--- src/design/sisg_map.svh ---
`ifndef SISG_MAP_SVH
`define SISG_MAP_SVH

// ==========================================================
// peripheral base addresses
`define SISG_SINIT_BASE 32'h4000_0400
`define SISG_FCTL_BASE 32'h4000_0800

// ==========================================================
// register offsets
`define SISG_STAT_OFS 32'h0000_0000
`define SISG_EADDR_OFS 32'h0000_0004
`define SISG_FCTL_OFS 32'h0000_0000

// ==========================================================
// status fields
`define SISG_STAT_ERR_BIT 1
`define SISG_STAT_OK_BIT 0

// ==========================================================
// function control fields
`define SISG_FCTL_B1_CLK_BIT 23
`define SISG_FCTL_B1_DAT_BIT 22
`define SISG_FCTL_B0_CLK_BIT 21
`define SISG_FCTL_B0_DAT_BIT 20
`define SISG_FCTL_WMASK 32'h00ff_ffff
`define SISG_FCTL_RST 32'h0000_0000
`define SISG_EADDR_RST 32'h0000_0000
`define SISG_ZERO_WORD 32'h0000_0000

`endif

--- src/design/sisg_pkg.sv ---
package sisg_pkg;

  typedef logic [31:0] sisg_word_t;

  // register selected by a bus address
  typedef enum logic [1:0] {
    SISG_SEL_NONE = 2'h0,
    SISG_SEL_STAT = 2'h1,
    SISG_SEL_EADDR = 2'h2,
    SISG_SEL_FCTL = 2'h3
  } sisg_sel_t;

  // configuration check outcome, gray along each path out of waiting
  typedef enum logic [1:0] {
    SISG_CFG_WAIT = 2'h0,
    SISG_CFG_OK = 2'h1,
    SISG_CFG_ERR = 2'h2
  } sisg_cfg_state_t;

endpackage

--- src/design/sisg_supply_mon.sv ---
`timescale 1ns/10ps
module sisg_supply_mon
(
  // clock and reset
  input wire logic clk,
  input wire logic rst,
  // monitor enables
  input wire logic core_mon_en,
  input wire logic main_mon_en,
  input wire logic core_pf_en,
  // comparator outputs, asynchronous
  input wire logic core_low_async,
  input wire logic main_low_async,
  input wire logic core_fail_async,
  // responses
  output logic core_domain_rst,
  output logic main_domain_rst,
  output logic chip_por_req,
  output logic pwr_warn_irq
);
  import sisg_pkg::*;

  // ==========================================================
  // synchronisers
  logic [2:0] sync1_reg;
  logic [2:0] sync2_reg;
  logic core_trip;
  logic main_trip;
  logic pf_trip;

  always_ff @(posedge clk or posedge rst)
  begin
    if (rst)
    begin
      sync1_reg <= 3'h0;
      sync2_reg <= 3'h0;
    end
    else
    begin
      sync1_reg <= {core_fail_async, main_low_async, core_low_async};
      sync2_reg <= sync1_reg;
    end
  end

  // ==========================================================
  // trip decode; a disabled monitor is blind to its supply
  assign core_trip = sync2_reg[0] & core_mon_en;
  assign main_trip = sync2_reg[1] & main_mon_en;
  assign pf_trip = sync2_reg[2] & core_pf_en;

  always_ff @(posedge clk or posedge rst)
  begin
    if (rst)
    begin
      core_domain_rst <= 1'b0;
      main_domain_rst <= 1'b0;
      chip_por_req <= 1'b0;
      pwr_warn_irq <= 1'b0;
    end
    else
    begin
      core_domain_rst <= core_trip;
      main_domain_rst <= main_trip;
      chip_por_req <= pf_trip;
      pwr_warn_irq <= core_trip | main_trip | pf_trip;
    end
  end
endmodule

--- src/design/sisg_top.sv ---
// Summary of operation
// a failed reset-time configuration check sets status bit 1.
// a passed reset-time configuration check sets status bit 0.
// on a failed check the error address register holds the failing entry address.
// status and error address registers are read-only; writes leave them unchanged.
// function control bits 23 and 22 enable second bus clock and data filters.
// function control bits 21 and 20 enable first bus clock and data filters.
// software keeps reserved function control fields unchanged when writing.
// core and main supply monitors have separate enables and watch continuously.
// an enabled monitor trip resets that supply domain's registers.
// enabled core power-fail trip requests a whole-chip power-on reset.
// any monitor trip raises the power-fail warning interrupt.
// initialisation status registers decode at base 0x4000_0400.
// function control register decodes at base 0x4000_0800.
// after the check exactly one status flag is set, stable until reset.
`timescale 1ns/10ps
`include "sisg_map.svh"
module sisg_top
(
  // clock and reset
  input wire logic clk,
  input wire logic rst,
  // peripheral bus
  input wire logic psel,
  input wire logic penable,
  input wire logic pwrite,
  input wire sisg_pkg::sisg_word_t paddr,
  input wire sisg_pkg::sisg_word_t pwdata,
  output sisg_pkg::sisg_word_t prdata,
  output logic pready,
  output logic pslverr,
  // configuration check result
  input wire logic cfg_chk_done,
  input wire logic cfg_chk_ok,
  input wire sisg_pkg::sisg_word_t cfg_chk_addr,
  // supply monitor enables
  input wire logic core_mon_en,
  input wire logic main_mon_en,
  input wire logic core_pf_en,
  // supply comparators
  input wire logic core_low_async,
  input wire logic main_low_async,
  input wire logic core_fail_async,
  // supply responses
  output logic core_domain_rst,
  output logic main_domain_rst,
  output logic chip_por_req,
  output logic pwr_warn_irq,
  // serial bus input filter enables
  output logic bus1_clock_line_filter_on,
  output logic bus1_data_line_filter_on,
  output logic bus0_clock_line_filter_on,
  output logic bus0_data_line_filter_on
);
  import sisg_pkg::*;

  // ==========================================================
  // address decode
  function automatic sisg_sel_t sisg_decode(input sisg_word_t addr);
    sisg_sel_t sel;
    sel = SISG_SEL_NONE;
    if (addr == `SISG_SINIT_BASE + `SISG_STAT_OFS)
      sel = SISG_SEL_STAT;
    else if (addr == `SISG_SINIT_BASE + `SISG_EADDR_OFS)
      sel = SISG_SEL_EADDR;
    else if (addr == `SISG_FCTL_BASE + `SISG_FCTL_OFS)
      sel = SISG_SEL_FCTL;
    return sel;
  endfunction

  sisg_sel_t bus_sel;
  logic setup_phase;
  logic access_phase;
  logic fctl_write;

  assign bus_sel = sisg_decode(paddr);
  assign setup_phase = psel & ~penable;
  assign access_phase = psel & penable;
  // status and error address have no write path at all
  assign fctl_write = access_phase & pwrite & (bus_sel == SISG_SEL_FCTL);
  assign pready = 1'b1;
  assign pslverr = access_phase & (bus_sel == SISG_SEL_NONE);

  // ==========================================================
  // configuration check capture
  sisg_cfg_state_t cfg_state_reg;
  sisg_cfg_state_t cfg_state_next;
  sisg_word_t eaddr_reg;
  sisg_word_t eaddr_next;
  sisg_word_t stat_word;

  // only the first result after reset counts; later ones are ignored
  always_comb
  begin
    cfg_state_next = cfg_state_reg;
    eaddr_next = eaddr_reg;
    case (cfg_state_reg)
      SISG_CFG_WAIT:
      begin
        if (cfg_chk_done && cfg_chk_ok)
          cfg_state_next = SISG_CFG_OK;
        else if (cfg_chk_done)
        begin
          cfg_state_next = SISG_CFG_ERR;
          eaddr_next = cfg_chk_addr;
        end
      end
      SISG_CFG_OK: cfg_state_next = SISG_CFG_OK;
      SISG_CFG_ERR: cfg_state_next = SISG_CFG_ERR;
      default: cfg_state_next = SISG_CFG_WAIT;
    endcase
  end

  always_ff @(posedge clk or posedge rst)
  begin
    if (rst)
    begin
      cfg_state_reg <= SISG_CFG_WAIT;
      eaddr_reg <= `SISG_EADDR_RST;
    end
    else
    begin
      cfg_state_reg <= cfg_state_next;
      eaddr_reg <= eaddr_next;
    end
  end

  always_comb
  begin
    stat_word = `SISG_ZERO_WORD;
    stat_word[`SISG_STAT_ERR_BIT] = (cfg_state_reg == SISG_CFG_ERR);
    stat_word[`SISG_STAT_OK_BIT] = (cfg_state_reg == SISG_CFG_OK);
  end

  // ==========================================================
  // function control register
  sisg_word_t fctl_reg;
  sisg_word_t fctl_next;

  // reserved low field is stored as written so software read-modify-write
  // round-trips it; top byte never stores anything
  // a core domain trip beats a write landing in the same cycle, since the
  // register sits in the core domain and must not keep a value written at brown-out
  assign fctl_next = core_domain_rst ? `SISG_FCTL_RST :
                     fctl_write ? (pwdata & `SISG_FCTL_WMASK) : fctl_reg;

  always_ff @(posedge clk or posedge rst)
  begin
    if (rst)
      fctl_reg <= `SISG_FCTL_RST;
    else
      fctl_reg <= fctl_next;
  end

  assign bus1_clock_line_filter_on = fctl_reg[`SISG_FCTL_B1_CLK_BIT];
  assign bus1_data_line_filter_on = fctl_reg[`SISG_FCTL_B1_DAT_BIT];
  assign bus0_clock_line_filter_on = fctl_reg[`SISG_FCTL_B0_CLK_BIT];
  assign bus0_data_line_filter_on = fctl_reg[`SISG_FCTL_B0_DAT_BIT];

  // ==========================================================
  // read data, captured in setup so it is steady through access
  sisg_word_t rd_mux;
  sisg_word_t prdata_next;

  always_comb
  begin
    case (bus_sel)
      SISG_SEL_STAT: rd_mux = stat_word;
      SISG_SEL_EADDR: rd_mux = eaddr_reg;
      SISG_SEL_FCTL: rd_mux = fctl_reg;
      default: rd_mux = `SISG_ZERO_WORD;
    endcase
  end

  assign prdata_next = setup_phase ? rd_mux : prdata;

  always_ff @(posedge clk or posedge rst)
  begin
    if (rst)
      prdata <= `SISG_ZERO_WORD;
    else
      prdata <= prdata_next;
  end

  // ==========================================================
  // supply monitoring
  sisg_supply_mon u_supply_mon
  (
    .clk(clk),
    .rst(rst),
    .core_mon_en(core_mon_en),
    .main_mon_en(main_mon_en),
    .core_pf_en(core_pf_en),
    .core_low_async(core_low_async),
    .main_low_async(main_low_async),
    .core_fail_async(core_fail_async),
    .core_domain_rst(core_domain_rst),
    .main_domain_rst(main_domain_rst),
    .chip_por_req(chip_por_req),
    .pwr_warn_irq(pwr_warn_irq)
  );
endmodule

--- config.mk ---
export PLATFORM = sky130hd
export DESIGN_NAME = sisg_top
export DESIGN_NICKNAME = d
export VERILOG_FILES = /design/src/design/sisg_pkg.sv /design/src/design/sisg_supply_mon.sv /design/src/design/sisg_top.sv
export VERILOG_INCLUDE_DIRS = /design/src /design/src/design
export SDC_FILE = /design/constraint.sdc
export NUM_CORES = 1
export LEC_CHECK = 0
export ABC_AREA = 1
export BUFFER_PORTS_ARGS = -buffer_cell sky130_fd_sc_hd__buf_4
export CORE_ASPECT_RATIO = 0.5
export CORE_MARGIN = 3
export CORE_UTILIZATION = 45
export CTS_CLUSTER_DIAMETER = 30
export DETAILED_ROUTE_END_ITERATION = 8
export HOLD_SLACK_MARGIN = 0.12
export PLACE_DENSITY_LB_ADDON = 0.15
export SLEW_MARGIN = 40
export SYNTH_ARGS = -nofsm -noshare
export SYNTH_HDL_FRONTEND = slang
export SYNTH_SLANG_ARGS = --single-unit
--- constraint.sdc ---
create_clock -name clk -period 5.5 [get_ports clk]
set_input_delay 0.275 -clock clk [delete_from_list [all_inputs] [get_ports clk]]
set_output_delay 0.275 -clock clk [all_outputs]
set_load 0.1 [all_outputs]
Word level (Yosys, flattened, before mapping)
Index checks and enable logic that the tools add are counted.

operators by class
  $add $sub $neg = 0
  multiply operators = 0
  div/mod/pow operators = 0
  order comparisons = 0
  equality and inequality tests = 9
  shift operators = 0
  muxes and demuxes = 9
  bitwise operators = 12
  reductions and logical operators = 5

operators by type and width
  cell                                             number
  == test 32 x 31 -> 1 bit, second input constant  3
  one-hot mux 32 bit (3 select lines)              1
  two-way mux 32 bit                               2
  two-way mux 2 bit                                5
  bitwise AND 1 bit                                8
  == test 2 bit, second input constant             3
  one-hot mux 2 bit (3 select lines)               1
  == test 2 x 1 -> 1 bit, second input constant    2
  logical NOT 2 bit                                2
  inequality test 3 bit, second input constant     1
  AND reduction 3 bit                              1
  inverter 1 bit                                   2
  bitwise OR 1 bit                                 2
  nonzero test 2 bit                               1
  logical AND 1 bit                                1

word-level totals
  flip-flop bits (word level) = 108
  latch bits = 0
  RAM bits = 0
  memory bits (read-only) = 0
  output and inout bits = 42
  memories kept = 0

Longest topological paths before layout
  word-level depth = 8
  gate-level depth with buffers = 13
  mapped depth without buffers = 11

Modules after synthesis
A second synthesis with hierarchy kept.

second synthesis, totals
  cell total of the unflattened synthesis = 493
  area, all modules = 4486.8 µm²

modules (own cells, without submodules)
  module           instances  cells an instance  area an instance (µm²)  sequential area each (µm²)
  sisg_top         1          475                4195.3                  2252.2
  sisg_supply_mon  1          18                 291.5                   250.2

Least setup slack after synthesis
OpenSTA, ideal clock, no wires.

  path type = input to output
  start point = input port paddr[27]
  end point = output port pslverr
  arrival time = 2201 ps
  data required time = 5225 ps
  setup slack = 3024 ps
  stages on the path = 8
  path buffers = 1
  cells stage by stage = nor2_1 -> and2_1 -> nand2_1 -> nor2_2 -> buf_2 -> nand2_1 -> nand3_1 -> nor2_1

between the ends
  longest elaborated chain between the ends = 6
  elaborated cells between the ends (all ways) = 8
  those cells by class = eq/ne: 3; mux: 3; bitwise: 1; reduce/logical: 1

ends and longest elaborated chain
  what                                       line            text
  from (decl)                                sisg_top.sv:27  input wire sisg_pkg::sisg_word_t paddr,
  == test 32 x 31 -> 1 bit (no source line)  --
  two-way mux 2 bit                          sisg_top.sv:66  else if (addr == `SISG_FCTL_BASE + `SISG_FCTL_OFS)
  two-way mux 2 bit                          sisg_top.sv:64  else if (addr == `SISG_SINIT_BASE + `SISG_EADDR_OFS)
  two-way mux 2 bit (*)                      sisg_top.sv:62  if (addr == `SISG_SINIT_BASE + `SISG_STAT_OFS)
  logical NOT 2 bit (*)                      sisg_top.sv:82  assign pslverr = access_phase & (bus_sel == SISG_SEL_NONE);
  bitwise AND 1 bit (*)                      sisg_top.sv:82
  to (decl)                                  sisg_top.sv:31  output logic pslverr,

Mark *: on every way between the ends. The rest lies on a longest branch, timed or not.

Worst setup path in the final report
  start point = input port paddr[25]
  end point = register fctl_reg[18]

between the ends
  longest elaborated chain between the ends = 7
  elaborated cells between the ends (all ways) = 9
  those cells by class = eq/ne: 4; mux: 3; bitwise: 1; reduce/logical: 1

ends and longest elaborated chain
  what                                       line             text
  == test 32 x 31 -> 1 bit (no source line)  --
  two-way mux 2 bit                          sisg_top.sv:66
  two-way mux 2 bit                          sisg_top.sv:64
  two-way mux 2 bit (*)                      sisg_top.sv:62
  == test 2 bit (*)                          sisg_top.sv:80   assign fctl_write = access_phase & pwrite & (bus_sel == SISG_SEL_FCTL);
  bitwise AND 1 bit (*)                      sisg_top.sv:80
  nonzero test 2 bit (no source line) (*)    --
  to (signal assigned)                       sisg_top.sv:150  fctl_reg <= `SISG_FCTL_RST;
  to (signal assigned)                       sisg_top.sv:152  fctl_reg <= fctl_next;
  to (decl)                                  sisg_top.sv:137  sisg_word_t fctl_reg;

Marks and branches as above.
A chain may end at the register's enable or synchronous reset.

==> results.md <==
- The die span in x is 146.8 um.
- During I/O placement, the number of pins put on the boundary was 151.
- The remaining global-route overflow is 0.
- STA puts the critical path data arrival time at 2540 ps.
- In the post-synthesis netlist, the cell with the most instances is sky130_fd_sc_hd__nand2_1.
- The net switching power of the design is 458.3 uW.
- The area of the core is 9159 um^2.
- The layout net count is 732.
- The maximum number of pins on one net before global-route repair is 77.
- The worst flop-to-flop path endpoint is eaddr_reg[9]$_DFFE_PP0P_.
- The clock tree synthesis step divided the H-tree into 3 levels.
- The post-route clock skew is 8.013 ps.
- The worst reg2reg path depth is 3.
- The clock passes through at most 2 buffers.
- The number of nets in the synthesized netlist is 601.
- IR analysis of the VDD net gives a maximum drop of 171.4 uV.
- The transition time of the tightest slew-check pin is 725.6 ps.
- TritonCTS built the clock tree.
- In this run the biggest area consumer among cell types represents 56.13% of the synthesized area.
- Static timing analysis puts the maximum clock frequency at 432.3 MHz.
- The congestion estimate from routability-driven global placement came to 0.7185.
- The flow ran to the end, and the final reports show no timing, DRC or antenna violations.
- The final period utilization is 42.06%.
- The placed instances occupy a cell area of 5570 um^2.
- The final critical-path required period is 2313 ps.
- The number of antenna violations at the first check in global routing was 0.
- The proportion of power drawn by flip-flops and latches is 49.9%.
- For the worst-skew pair, the clock arrives at the later sink with an insertion delay of 340 ps.
- The detailed router's first-iteration violation count is 170.
- The number of distinct library cells after synthesis is 21.
- Cells fill 64.66% of the core in the end.
- Yosys attributes the largest share of cell area to sky130_fd_sc_hd__dfrtp_1, sky130_fd_sc_hd__nand2_1, sky130_fd_sc_hd__mux2_2.
- The floorplan step defined a die boundary enclosing 11210 um^2.
- The count of endpoints failing setup in the final report is 0.
- For this design, the slowest cell found on the critical path is sky130_fd_sc_hd__clkinv_2.
- The first global-routing pass estimated 18020 um of wire.
- In this run the worst path has a maximum fanout of 47.
- Among the stages of the critical path, the cell type that occurs most often is sky130_fd_sc_hd__nand2_1.
- Synthesis produced a netlist whose cell count is 492.
- The stage delay of the slowest cell on the critical path is 530 ps.
- The internal cell power is 1385 uW.
- The sequential area share after synthesis is 56.13%.
- The total of warnings raised by yosys is 0.
- The part of the total power dissipated in the clock network is 35.3%.
- Once the floorplan was initialized, standard cells occupied 48.67% of the core.
- Following the worst setup path forward leads to its endpoint at fctl_reg[18]$_DFFE_PP0P_.
- The clock transition time at the flip-flop clock pins of the worst setup and hold paths is 70 ps.
- Per report_power, the combinational group accounts for 14.8% of the total.
- The repair_antennas step left the layout with diodes totalling 0.
- The cell area after layout is 5922 um^2.
- In this run the tool buffered the top-level ports with 141 buffer cells.
- The signal on the critical path passes through buf_4 > nor2_1 > and2_1 > nand2_1 > nor2_2 > buf_4 > nand2_1 > clkinv_2 > nand2_2 > nand3_1 > nand2_1.
- Summed over all nets, the half-perimeter wirelength after detailed placement is 7196 um.
- In the synthesized netlist the async set-or-reset flop fraction comes to 100.0%.
- The mapped netlist covers 4458 um^2.
- In this run switching power makes up 24.87% of total power.
- The number of global-route vias before repair is 3675.
- The non-filler instance count after layout is 758.
- The path class of the tightest hold or removal check is input port to flop.
- For flop-to-flop paths, the worst setup slack is 3970 ps.
- The total routing usage reported by global routing is 19.89%.
- Compared with the post-synthesis result, the final layout area differs by 32.84%.
- Power spread over the standard cell area amounts to 311.3 nW/um^2.
- In the final routed layout, each cell accounts on average for 14.52 um.
- In this run the static leakage power is 0.003230 uW.
- Headroom to the max-slew limit came out at 51.57%.
- In this run, CTS created clock tree buffers numbering 9.
- After detailed routing, the number of vias per cell comes to 4.933.
- The startpoint of the worst register-to-register path is cfg_state_reg[1]$_DFFE_PP0P_.
- The total wire length after detailed routing is 11010 um.
- The remaining antenna violation count is 0.
- The worst setup path is launched from an input port.
- The height of the die is 76.38 um.
- Hold repair after CTS inserted 4 buffers.
- The count of vias placed by the detailed router is 3739.
- The cell taking the most area after synthesis is sky130_fd_sc_hd__dfrtp_1.
- The critical path is of the input port to flop type.
- The detailed-routing iteration count for the pre-antenna-repair pass is 4.
- CTS saw 100 sinks.
- Clock tree synthesis selected as its root buffer the cell sky130_fd_sc_hd__clkbuf_16.
- After clock tree synthesis, the setup repair step added 0 buffers.
- The number of DRC violations after detailed routing is 0.
- The max-slew violation count is 0.
- Averaged over all synthesized cells, the footprint is 9.061 um^2.
- In this run, synthesis inferred 0 flip-flops with an integrated enable.
- Of the cells placed in the final design, the portion with a size suffix greater than 1 is 34.39%.
- The source of the critical timing path is paddr[25].
- The most common flop cell mapped by yosys is sky130_fd_sc_hd__dfrtp_1.
- The flop and latch count out of synthesis is 100.
- The quantity of gates resized following cts is 0.
- Max-cap violations in this run came to 0.
- The number of placed instances, taps included, is 738.
- The completed layout was analyzed and its total power is 1843 uW.
- The number of hold-slack violations in the final timing report is 0.
- Setup repair after global routing left no endpoint under its margin.
- After synthesis, the most frequently instantiated cells are sky130_fd_sc_hd__nand2_1, sky130_fd_sc_hd__dfrtp_1, sky130_fd_sc_hd__nand3_1, sky130_fd_sc_hd__mux2_2, sky130_fd_sc_hd__inv_1.
- After routing, the total negative slack on setup checks comes to 0 ps.
- The critical path data required time is 5720 ps.
- Fill cells in the final layout number 801.
- The worst setup path is captured at a flop.
- The number of placement rows is 24.
==> cell usage in the layout, fill, tap and decap left out, types with 6 or more instances in the layout <==
master                        n
sky130_fd_sc_hd__o21ai_0      8
sky130_fd_sc_hd__nand2_1    171
sky130_fd_sc_hd__inv_1       27
sky130_fd_sc_hd__nand3_1     56
sky130_fd_sc_hd__nor2_1      18
sky130_fd_sc_hd__clkbuf_16    9
sky130_fd_sc_hd__nand2_2     11
sky130_fd_sc_hd__dfrtp_1    100
sky130_fd_sc_hd__nor2_2       6
sky130_fd_sc_hd__mux2_2      32
sky130_fd_sc_hd__buf_4      145
sky130_fd_sc_hd__nand4_1     25
==> worst max-delay path, delay by kind of cell <==
kind	cells	cell delay [ps]
AND/OR/NAND/NOR	8	1280
buffers and inverters	3	970
==> layout make-up <==
cell class | count | area (um^2) | share of cell area (%)
Inverter | 30 | 116.4 | 1.965
Sequential cell | 100 | 2502 | 42.26
Clock inverter | 6 | 68.82 | 1.162
Tap cell | 130 | 162.7 | 2.747
Clock buffer | 10 | 239.0 | 4.035
Timing Repair Buffer | 150 | 1140 | 19.25
Multi-Input combinational cell | 332 | 1693 | 28.59
==> how the worst min path moves through the flow <==
| stage | from | end | slack, ps | cells after the start |
|---|---|---|---|---|
| final | main_mon_en | u_supply_mon.main_domain_rst$_DFF_PP0_ | 150 | 3 |
| after global routing | cfg_chk_addr[19] | eaddr_reg[19]$_DFFE_PP0P_ | 150 | 2 |
| after CTS | main_mon_en | u_supply_mon.main_domain_rst$_DFF_PP0_ | 140 | 3 |
| after detailed placement | rst | u_supply_mon.sync2_reg[1]$_DFF_PP0_ | 270 | 2 |
| after global placement | rst | u_supply_mon.sync1_reg[0]$_DFF_PP0_ | 260 | 2 |
| after floorplan | core_low_async | u_supply_mon.sync1_reg[0]$_DFF_PP0_ | 310 | 0 |
==> kinds of logic after synthesis <==
group / Yosys count / synth area share (%)
AOI/OAI and AO/OA: 9 / 1.010
buffers and inverters: 60 / 6.314
DFF: 100 / 56.13
muxes: 32 / 8.083
other: 1 / 0.08412
and+or+nand+nor: 290 / 28.38
==> metal layers <==
layer / GRT usage (%) / routed length (um)
met5: 0 / 0
met4: 4.409 / 41
met3: 5.942 / 687
met2: 32.12 / 5134
met1: 26.69 / 5141
==> power groups by stage <==
| stage | clock, uW | sequential, uW | combinational [uW] |
|---|---|---|---|
| after floorplan | 0 | 930 | 172 |
| after global placement | 0 | 929 | 265 |
| after detailed placement | 0 | 935 | 274 |
| after CTS | 666 | 920 | 277 |
| after global routing | 694 | 935 | 298 |
| final | 651 | 920 | 273 |
==> stage by stage <==
stage          setup WS [ps]  hold slack (ps)
2_1_floorplan           2606            306.4
3_3_place_gp            2322            258.0
3_5_place_dp            2277            265.2
4_1_cts                 2628            135.6
5_1_grt                 2904            150.8
6_report                3187            145.8
No activity file was read; power rests on OpenSTA's default activity.
